$ cat src/scmc_defs.svh
// What this block does
// - The system clock comes from the fast clock or the sub clock as the 3-bit select field chooses.
// - The fast clock comes from the fast RC oscillator and the sub clock from the slow RC oscillator.
// - In NORMAL mode, codes 000 to 110 run the CPU from the fast clock divided by 1 up to 64, all clocks on.
// - In SLOW mode, code 111 runs the CPU from the sub clock off the slow RC oscillator.
// - On a move to the sub clock the fast oscillator keeps running or stops as its enable bit says.
// - There are six modes: NORMAL and SLOW with the CPU on, SLEEP and three IDLE modes with it off.
// - A stop with both idle-keep bits low enters SLEEP, stopping CPU, system, fast and sub clocks.
// - In SLEEP the slow RC clock runs only while the watchdog is enabled.
// - A stop with fast keep 0 and slow keep 1 enters the sub-only idle; system clock on only for code 111.
// - A stop with both keep bits 1 enters the both-oscillator idle with fast, sub, slow and system clocks on.
// - A stop with fast keep 1 and slow keep 0 enters the fast-only idle; system clock on only for 000 to 110.
// - In NORMAL, SLOW and all idle modes the slow RC clock keeps running.
// - Codes 000 to 110 select fast clock divided by 1, 2, 4, 8, 16, 32, 64; code 111 selects the sub clock.
// - Stopping the fast oscillator clears its stable flag, which sets again once the re-enabled oscillator has settled.
`ifndef SCMC_DEFS_SVH
`define SCMC_DEFS_SVH
`define SCMC_SEL_SUB 3'h7
`define SCMC_SEL_RESET 3'h0
`define SCMC_OSC_RUN_RESET 1'b1
`define SCMC_DIV_W 6
`define SCMC_FAST_SETTLE_NS 16
`define SCMC_CLK_PERIOD_NS 4
`endif

$ cat src/scmc_pkg.sv
`default_nettype none
package scmc_pkg;
    // Operating modes, one-hot.
    typedef enum logic [5:0] {
        SCMC_NORMAL = 6'h01,
        SCMC_SLOW = 6'h02,
        SCMC_SLEEP = 6'h04,
        SCMC_IDLE_SUB = 6'h08,
        SCMC_IDLE_BOTH = 6'h10,
        SCMC_IDLE_FAST = 6'h20
    } scmc_mode_t;

    // Clock gates handed to the consumers.
    typedef struct packed {
        logic cpu_clk;
        logic system_clk_out;
        logic fast_clk;
        logic sub_clk;
        logic slow_rc_clk;
    } scmc_gates_t;
endpackage
`default_nettype wire

$ cat src/scmc_top.sv
`include "scmc_defs.svh"
`default_nettype none
module scmc_top
    import scmc_pkg::*;
#(
    parameter int SETTLE_CYC = (`SCMC_FAST_SETTLE_NS
        + `SCMC_CLK_PERIOD_NS - 1) / `SCMC_CLK_PERIOD_NS
)
(
    input wire logic clk_sys,
    input wire logic reset,
    // Oscillator pins, asynchronous to clk_sys.
    input wire logic fast_rc_osc,
    input wire logic slow_rc_osc,
    // Control levels, all on clk_sys.
    input wire logic [2:0] sys_clk_select,
    input wire logic fast_osc_idle_keep,
    input wire logic slow_osc_idle_keep,
    input wire logic fast_osc_on,
    input wire logic watchdog_timer,
    // Stop and wake strobes from the CPU core.
    input wire logic halt_req,
    input wire logic wake_req,
    // Clock waveforms sampled on clk_sys and the CPU clock enable, each gated per mode.
    output logic system_clk_out,
    output logic cpu_clk_en,
    output logic fast_clk,
    output logic sub_clk,
    output logic slow_rc_clk,
    // Oscillator enable and its stable flag.
    output logic fast_osc_run,
    output logic fast_osc_stable,
    // Current operating mode, one-hot.
    output scmc_mode_t mode
);
    // Pin synchronisers: first stage feeds only the second.
    // Each oscillator passes four flops before the edge detector, which
    // buys settling time for metastability at the cost of four cycles of
    // lag on every derived clock.
    // The oscillators must stay well below a quarter of clk_sys, since a
    // phase that is sampled only once can be lost entirely.
    logic [1:0] fast_s1, fast_s2, slow_s1, slow_s2;
    logic fast_q, slow_q;
    always_ff @(posedge clk_sys or posedge reset)
    begin
        if (reset)
        begin
            fast_s1 <= 2'h0;
            slow_s1 <= 2'h0;
            fast_s2 <= 2'h0;
            slow_s2 <= 2'h0;
            fast_q <= 1'b0;
            slow_q <= 1'b0;
        end
        else
        begin
            fast_s1 <= {fast_s1[0], fast_rc_osc};
            fast_s2 <= {fast_s2[0], fast_s1[1]};
            slow_s1 <= {slow_s1[0], slow_rc_osc};
            slow_s2 <= {slow_s2[0], slow_s1[1]};
            fast_q <= fast_s2[1];
            slow_q <= slow_s2[1];
        end
    end
    // Rising edges of the two synchronised oscillators.
    // The previous sample sits one flop behind the synchroniser, so each
    // edge is a single-cycle pulse on clk_sys.
    logic fast_rise, slow_rise;
    assign fast_rise = fast_s2[1] & ~fast_q;
    assign slow_rise = slow_s2[1] & ~slow_q;

    // Mode machine and oscillator enable.
    // A stop request is honoured only in a run mode; in a stop mode it is
    // ignored, so a held request cannot hop from one idle mode to another.
    // Select changes in a run mode move between NORMAL and SLOW at once;
    // the live clock follows later through the ratio switch.
    scmc_mode_t next_mode;
    logic next_osc_run;
    logic [2:0] live_sel, next_live_sel;
    always_comb
    begin
        next_mode = mode;
        case (mode)
            SCMC_NORMAL, SCMC_SLOW:
            begin
                if (halt_req)
                begin
                    // The keep bits count only at the stop edge.
                    case ({fast_osc_idle_keep, slow_osc_idle_keep})
                        2'h0: next_mode = SCMC_SLEEP;
                        2'h1: next_mode = SCMC_IDLE_SUB;
                        2'h2: next_mode = SCMC_IDLE_FAST;
                        default: next_mode = SCMC_IDLE_BOTH;
                    endcase
                end
                else if (sys_clk_select == `SCMC_SEL_SUB)
                    next_mode = SCMC_SLOW;
                else
                    next_mode = SCMC_NORMAL;
            end
            SCMC_SLEEP, SCMC_IDLE_SUB, SCMC_IDLE_BOTH, SCMC_IDLE_FAST:
            begin
                // Wake returns to the run mode the select field names.
                // Wake does not wait for the fast oscillator: the settle counter holds
                // back the divided taps, but code 000 passes the restarting oscillator.
                if (wake_req)
                    next_mode = (sys_clk_select == `SCMC_SEL_SUB) ?
                        SCMC_SLOW : SCMC_NORMAL;
            end
            default: next_mode = SCMC_NORMAL;
        endcase
        next_osc_run = fast_osc_on;
        if (mode == SCMC_SLEEP || mode == SCMC_IDLE_SUB)
            next_osc_run = 1'b0;
        else if (mode == SCMC_IDLE_BOTH || mode == SCMC_IDLE_FAST)
            next_osc_run = 1'b1;
        else if (mode == SCMC_NORMAL)
            next_osc_run = 1'b1;
        // hold until switched
        // In SLOW the oscillator may stop only once the live code is on
        // the sub clock; a fast tap frozen high would stall the switch.
        else if (live_sel != `SCMC_SEL_SUB)
            next_osc_run = 1'b1;
    end
    // Mode and enable registers; the enable starts on, as after power-up.
    always_ff @(posedge clk_sys or posedge reset)
    begin
        if (reset)
        begin
            mode <= SCMC_NORMAL;
            fast_osc_run <= `SCMC_OSC_RUN_RESET;
        end
        else
        begin
            mode <= next_mode;
            fast_osc_run <= next_osc_run;
        end
    end

    // Settle counter: flag drops while the enable is off and rises after settling.
    // The count restarts whenever the oscillator stops, so even a short
    // off period costs a full settle time; wake latency buys safety.
    // One spare bit keeps the compare clear of wrap-around.
    localparam int CW = $clog2(SETTLE_CYC + 1) + 1;
    logic [CW-1:0] settle, next_settle;
    logic next_stable;
    always_comb
    begin
        next_settle = settle;
        next_stable = fast_osc_stable;
        if (!fast_osc_run)
        begin
            next_settle = '0;
            next_stable = 1'b0;
        end
        else if (settle < CW'(SETTLE_CYC))
            next_settle = settle + CW'(1);
        else
            next_stable = 1'b1;
    end
    // Settle count and flag registers.
    always_ff @(posedge clk_sys or posedge reset)
    begin
        if (reset)
        begin
            settle <= '0;
            fast_osc_stable <= 1'b0;
        end
        else
        begin
            settle <= next_settle;
            fast_osc_stable <= next_stable;
        end
    end

    // Divider chain on fast edges; bit k toggles at fast/2^(k+1).
    // It advances only on settled edges, since an oscillator that is
    // still starting could leave runt periods on the divided taps.
    logic [`SCMC_DIV_W-1:0] div, next_div;
    logic [`SCMC_DIV_W:0] taps;
    always_comb
    begin
        next_div = div;
        if (fast_rise && fast_osc_stable)
            next_div = div + `SCMC_DIV_W'(1);
    end
    // Divider register.
    always_ff @(posedge clk_sys or posedge reset)
    begin
        if (reset)
            div <= '0;
        else
            div <= next_div;
    end
    // Tap 0 is the undivided waveform, tap k the fast clock over 2^k.
    assign taps = {div, fast_s2[1]};

    // Ratio switch: the live code changes only on a low phase of both
    // the old and new taps, so no pulse is ever shortened.
    // Fast codes also wait for the stable flag, so the system clock never
    // moves onto an oscillator that is still starting.
    // Limitation: a change can wait up to one period of the slower tap.
    logic cur_tap, new_tap, fast_ok;
    always_comb
    begin
        cur_tap = (live_sel == `SCMC_SEL_SUB) ? slow_s2[1] : taps[live_sel];
        new_tap = (sys_clk_select == `SCMC_SEL_SUB) ?
            slow_s2[1] : taps[sys_clk_select];
        fast_ok = fast_osc_stable ||
            (sys_clk_select == `SCMC_SEL_SUB);
        next_live_sel = live_sel;
        if (sys_clk_select != live_sel && fast_ok && !cur_tap && !new_tap)
            next_live_sel = sys_clk_select;
    end
    // Live select register.
    always_ff @(posedge clk_sys or posedge reset)
    begin
        if (reset)
            live_sel <= `SCMC_SEL_RESET;
        else
            live_sel <= next_live_sel;
    end

    // Clock gating per mode.
    // Every gate is registered so each output comes from a flop; the cost
    // is one more cycle of lag against the mode.
    scmc_gates_t g, next_g;
    logic on_sub;
    always_comb
    begin
        // The live code, not the request, decides which source runs.
        on_sub = (live_sel == `SCMC_SEL_SUB);
        // Defaults run every clock but the CPU's; run modes turn the CPU on, SLEEP and the sub-only and fast-only idles switch some off.
        // system from chosen source
        next_g.system_clk_out = cur_tap;
        next_g.cpu_clk = 1'b0;
        next_g.fast_clk = fast_s2[1] & fast_osc_stable;
        next_g.sub_clk = slow_s2[1];
        next_g.slow_rc_clk = slow_s2[1];
        case (mode)
            SCMC_NORMAL: next_g.cpu_clk = 1'b1;
            SCMC_SLOW: next_g.cpu_clk = 1'b1;
            SCMC_SLEEP:
            begin
                // The watchdog may keep the slow clock; all else stops.
                next_g.system_clk_out = 1'b0;
                next_g.fast_clk = 1'b0;
                next_g.sub_clk = 1'b0;
                next_g.slow_rc_clk = slow_s2[1] & watchdog_timer;
            end
            SCMC_IDLE_SUB:
            begin
                // The sub-only idle stops the fast clock to consumers.
                next_g.fast_clk = 1'b0;
                if (!on_sub)
                    next_g.system_clk_out = 1'b0;
            end
            SCMC_IDLE_FAST:
            begin
                // The fast-only idle stops the sub clock to consumers.
                next_g.sub_clk = 1'b0;
                if (on_sub)
                    next_g.system_clk_out = 1'b0;
            end
            SCMC_IDLE_BOTH: next_g.cpu_clk = 1'b0;
            default: next_g.cpu_clk = 1'b0;
        endcase
    end
    // Gate register.
    always_ff @(posedge clk_sys or posedge reset)
    begin
        if (reset)
            g <= '0;
        else
            g <= next_g;
    end
    // Outputs are the gate register's fields, with no logic between.
    assign system_clk_out = g.system_clk_out;
    assign cpu_clk_en = g.cpu_clk;
    assign fast_clk = g.fast_clk;
    assign sub_clk = g.sub_clk;
    assign slow_rc_clk = g.slow_rc_clk;
endmodule
`default_nettype wire

$ cat config.mk
export PLATFORM = sky130hd
export DESIGN_NAME = scmc_top
export DESIGN_NICKNAME = d
export VERILOG_FILES = /design/src/scmc_pkg.sv /design/src/scmc_top.sv
export VERILOG_INCLUDE_DIRS = /design/src /design/src/src
export SDC_FILE = /design/constraint.sdc
export NUM_CORES = 1
export LEC_CHECK = 0
export BUFFER_PORTS_ARGS = -buffer_cell sky130_fd_sc_hd__buf_2
export CAP_MARGIN = 30
export CELL_PAD_IN_SITES_DETAIL_PLACEMENT = 1
export CELL_PAD_IN_SITES_GLOBAL_PLACEMENT = 1
export CORE_MARGIN = 10
export CORE_UTILIZATION = 44
export DETAILED_ROUTE_END_ITERATION = 10
export PLACE_DENSITY_LB_ADDON = 0.1
export REMOVE_ABC_BUFFERS = 1
export SLEW_MARGIN = 20
export SYNTH_ARGS = -nofsm -noshare
export SYNTH_HDL_FRONTEND = slang
export SYNTH_SLANG_ARGS = --single-unit
$ cat constraint.sdc
create_clock -name clk_sys -period 2.3 [get_ports clk_sys]
set_input_delay 0.46 -clock clk_sys [delete_from_list [all_inputs] [get_ports clk_sys]]
set_output_delay 0.46 -clock clk_sys [all_outputs]
set_load 0.005 [all_outputs]
==> impl_table.tex <==
\begin{tabular}{lr}
\hline
Metric & Value \\
\hline
\multicolumn{2}{l}{\textbf{Clock network}} \\
H-tree Lvls & 2 \\
CTS Hold Bufs & 0 \\
Maximum count of clock buffers along a single path & 2 \\
Resized Gates After CTS & 0 \\
Clock tree from TritonCTS & yes \\
Clock Tree Root & clkbuf\_8 \\
Number of sinks handled by clock tree synthesis & 35 \\
Number of post-CTS setup repair buffers & 0 \\
TritonCTS buffer count & 5 \\
Source-to-sink clock delay at the later pin of the worst-skew pair & 0.29 ns \\
Clock-pin transition on the worst setup and hold timing paths & roughly 0.070 ns \\
\multicolumn{2}{l}{\textbf{STA}} \\
Final Max Slew Viols & 0 \\
Worst slew slack as a fraction of its limit & between 60\% and 70\% \\
Share of the clock period used by the worst path & 84.69\% \\
Number of failing hold endpoints at the final stage & 0 \\
Worst clock skew & 0.009336 ns \\
Transition time of the tightest slew-check pin & approximately 0.47 ns \\
Post-route setup TNS & 0 ns \\
Achievable clock frequency & 0.5134 GHz \\
Count of endpoints failing setup in the final report & 0 \\
RSZ-0062 raised after global routing & false \\
Final critical-path required period & 1.948 ns \\
\multicolumn{2}{l}{\textbf{GRT}} \\
Total track usage & 12.39\% \\
Aggregate global routing overflow & 0 \\
Number of antenna violations at the first check in global routing & 0 \\
Largest net degree at the start of global routing & 36 \\
Vias in the first global route & $\sim$1300 \\
Wire length of the first global-routing pass & around 6100 µm \\
\multicolumn{2}{l}{\textbf{Detailed routing}} \\
WL/cell & 18.00 µm \\
Total detailed-routing wirelength & 3817 µm \\
Violation count after the first detailed-routing iteration & 31 \\
ANT nets after route & 0 \\
Via-to-Cell Ratio & $\sim$5.5 \\
Number of optimization iterations in the first detailed-route pass & 4 \\
Via count & 1163 \\
Remaining DRCs & 0 \\
\multicolumn{2}{l}{\textbf{Synth}} \\
Area leader, netlist & dfrtp\_1 \\
Number of enable-type register cells in the synthesized netlist & 0 \\
Primary FF master, synth & dfrtp\_1 \\
Distinct cell type count of the synthesized netlist & 48 \\
Main area contributors after synthesis & dfrtp\_1, dfstp\_2, mux4\_1 \\
Synth Cell Area & 0.001627 mm² \\
Fraction of post-synthesis cell area in the top cell type by area & 50.77\% \\
Syn Area/Cell & 11.87 µm² \\
Gate count after technology mapping & around 140 \\
Seq/Total Area, Yosys & 54.00\% \\
Synthesized flop and latch total & 35 \\
Synthesis warning total & 0 \\
Fraction of registers with async set/reset & 100.0\% \\
\multicolumn{2}{l}{\textbf{Layout}} \\
Number of diodes & 0 \\
Commonest non-fill, non-tap cells in the layout & dfrtp\_1, buf\_2, nor2\_1 \\
Final-layout fill cell count & around 400 \\
Post-synthesis to final-layout area growth & 17.00\% \\
Area occupied by multi-input gates & 688.2 µm² \\
Most frequent standard cell in the layout excluding fill and tap cells & dfrtp\_1 \\
Post-layout net count & around 180 \\
Total area of sequential cells & 878.3 µm² \\
Share of layout cells above drive strength 1 & 25.61\% \\
\multicolumn{2}{l}{\textbf{Critical path}} \\
Req. time, crit path & roughly 2.5 ns \\
Kind of start point of the critical path & flip-flop \\
Crit path max fanout & 5 \\
Worst path arrival time & approximately 2.1 ns \\
Sort of element at the end of the critical path & flip-flop \\
Critical Setup Path Class & reg2reg \\
\multicolumn{2}{l}{\textbf{Placed design}} \\
HPWL after DPL & 2776 µm \\
Port bufs & 25 \\
GPL Wtd Cong & 0.8442 \\
\multicolumn{2}{l}{\textbf{Power and ir drop}} \\
Peak supply drop & 0.0006715 V \\
Switching power of the nets & between 700 and 800 µW \\
Static leakage & 0.8713 nW \\
Cell-internal power & $\sim$1.5 mW \\
Clock network fraction of total power & 26.5\% \\
Pwr per Cell Area & 1138 mW/mm² \\
Combinational Power Share & 29.1\% \\
Switching Fraction & 32.81\% \\
Total power of the final layout & 2.166 mW \\
Fraction of power consumed by sequential logic & 44.4\% \\
\multicolumn{2}{l}{\textbf{Die}} \\
IO Count & 26 \\
Y dimension of the die & 80.80 µm \\
Number of rows created at floorplan & 22 \\
Total die area & 0.006529 mm² \\
Starting utilization of the core area & 45.11\% \\
Die X & 80.80 µm \\
Floorplan core area & 0.003606 mm² \\
\multicolumn{2}{l}{\textbf{Run}} \\
Number of max-capacitance violations reported & 0 \\
\multicolumn{2}{l}{\textbf{Hold path}} \\
Path class of the lowest-slack min-delay path & in2async \\
\multicolumn{2}{l}{\textbf{Outcome}} \\
Run status & finished, final reports clean \\
\hline
\end{tabular}
-- layer usage --
layer  global-route usage, %  routed length (µm)  vias to the layer above  part of all wire, %
met2                   20.22                1890                       33                   50
met3                   5.077                 255                        9                  6.7
li1                        -                   -                      545                    -
met1                   13.55                1573                      576                   41
met4                   6.574                  97                        0                  2.5
met5                       0                   0                        -                    0
-- stage by stage --
| step | setup WS (ns) | cells | util (%) | area, µm² | hold slack (ns) |
|---|---|---|---|---|---|
| floorplan | 0.5999 | 130 | - | 1593 | 0.3312 |
| global placement | 0.4690 | 204 | 49.51 | 1785 | 0.3319 |
| detailed placement | 0.3605 | 204 | 49.51 | 1785 | 0.3358 |
| CTS | 0.3467 | 212 | 52.78 | 1903 | 0.2696 |
| global route | 0.2565 | 212 | 52.78 | 1903 | 0.2582 |
| finish | 0.3522 | 212 | 52.78 | 1903 | 0.2615 |
-- power by group through the flow --
stage | logic (mW) | clock network, mW | registers, mW
floorplan | 0.457 | 0 | 0.924
global placement | 0.590 | 0 | 0.962
detailed placement | 0.633 | 0 | 0.975
CTS | 0.644 | 0.584 | 0.966
global route | 0.708 | 0.620 | 0.989
finish | 0.630 | 0.574 | 0.962
-- cells by family after synthesis --
| family | Yosys count | share of synthesized area, % |
|---|---|---|
| AO/OA/AOI/OAI | 28 | 13.08 |
| XOR/XNOR | 12 | 6.461 |
| adder cells (fa/ha/maj) | 2 | 1.538 |
| buffers and inverters | 14 | 3.692 |
| flip-flops | 35 | 54.00 |
| multiplexers | 11 | 9.384 |
| AND/OR/NAND/NOR | 35 | 11.85 |
-- cell usage after synthesis (2+ instances only) --
cell type,instances
dfrtp_1,33
nor2_1,8
nand2_1,7
inv_1,6
xnor2_1,6
xor2_1,6
o21ai_0,4
a211oi_1,3
a31oi_1,3
and2_1,3
buf_2,3
clkbuf_1,3
mux2_1,3
mux2i_1,3
nand3_1,3
a22o_1,2
dfstp_2,2
ha_1,2
mux2_2,2
mux4_1,2
nand3b_1,2
nor2b_1,2
o21a_1,2
o32ai_1,2
or2_1,2
-- critical path, cell delays in order (launching register included) --
cell	delay (ns)
dfrtp_1	0.45
mux4_1	0.60
mux2i_2	0.26
nand3_2	0.16
mux2_1	0.35
-- sequential cells by signal (all words and copies together), names as in the netlist, 2 cells and up --
name / cells
div: 6
fast_s1: 2
fast_s2: 2
live_sel: 3
mode: 6
settle: 4
slow_s1: 2
slow_s2: 2
-- worst paths after layout --
check / end / cells after the start / slack (ns) / startpoint
max reg2reg: live_sel[1] / 4 / 0.35 / live_sel[1]
min reg2reg: fast_s2[1] / 0 / 0.35 / fast_s2[0]
min in group clk_sys: slow_s1[0] / 1 / 0.28 / slow_rc_osc
max: live_sel[1] / 4 / 0.35 / live_sel[1]
max in group asynchronous: fast_osc_run / 3 / 1.70 / reset
min: div[3] / 3 / 0.26 / reset
-- area by class of cell --
class,count,area share [%]
clock buffer,6,4.339
clock inverter,2,1.841
inverter,7,1.381
multi-input combinational,88,36.16
sequential,35,46.15
tap,48,3.156
timing repair buffer,26,6.969
(Power assumes the default switching activity.)
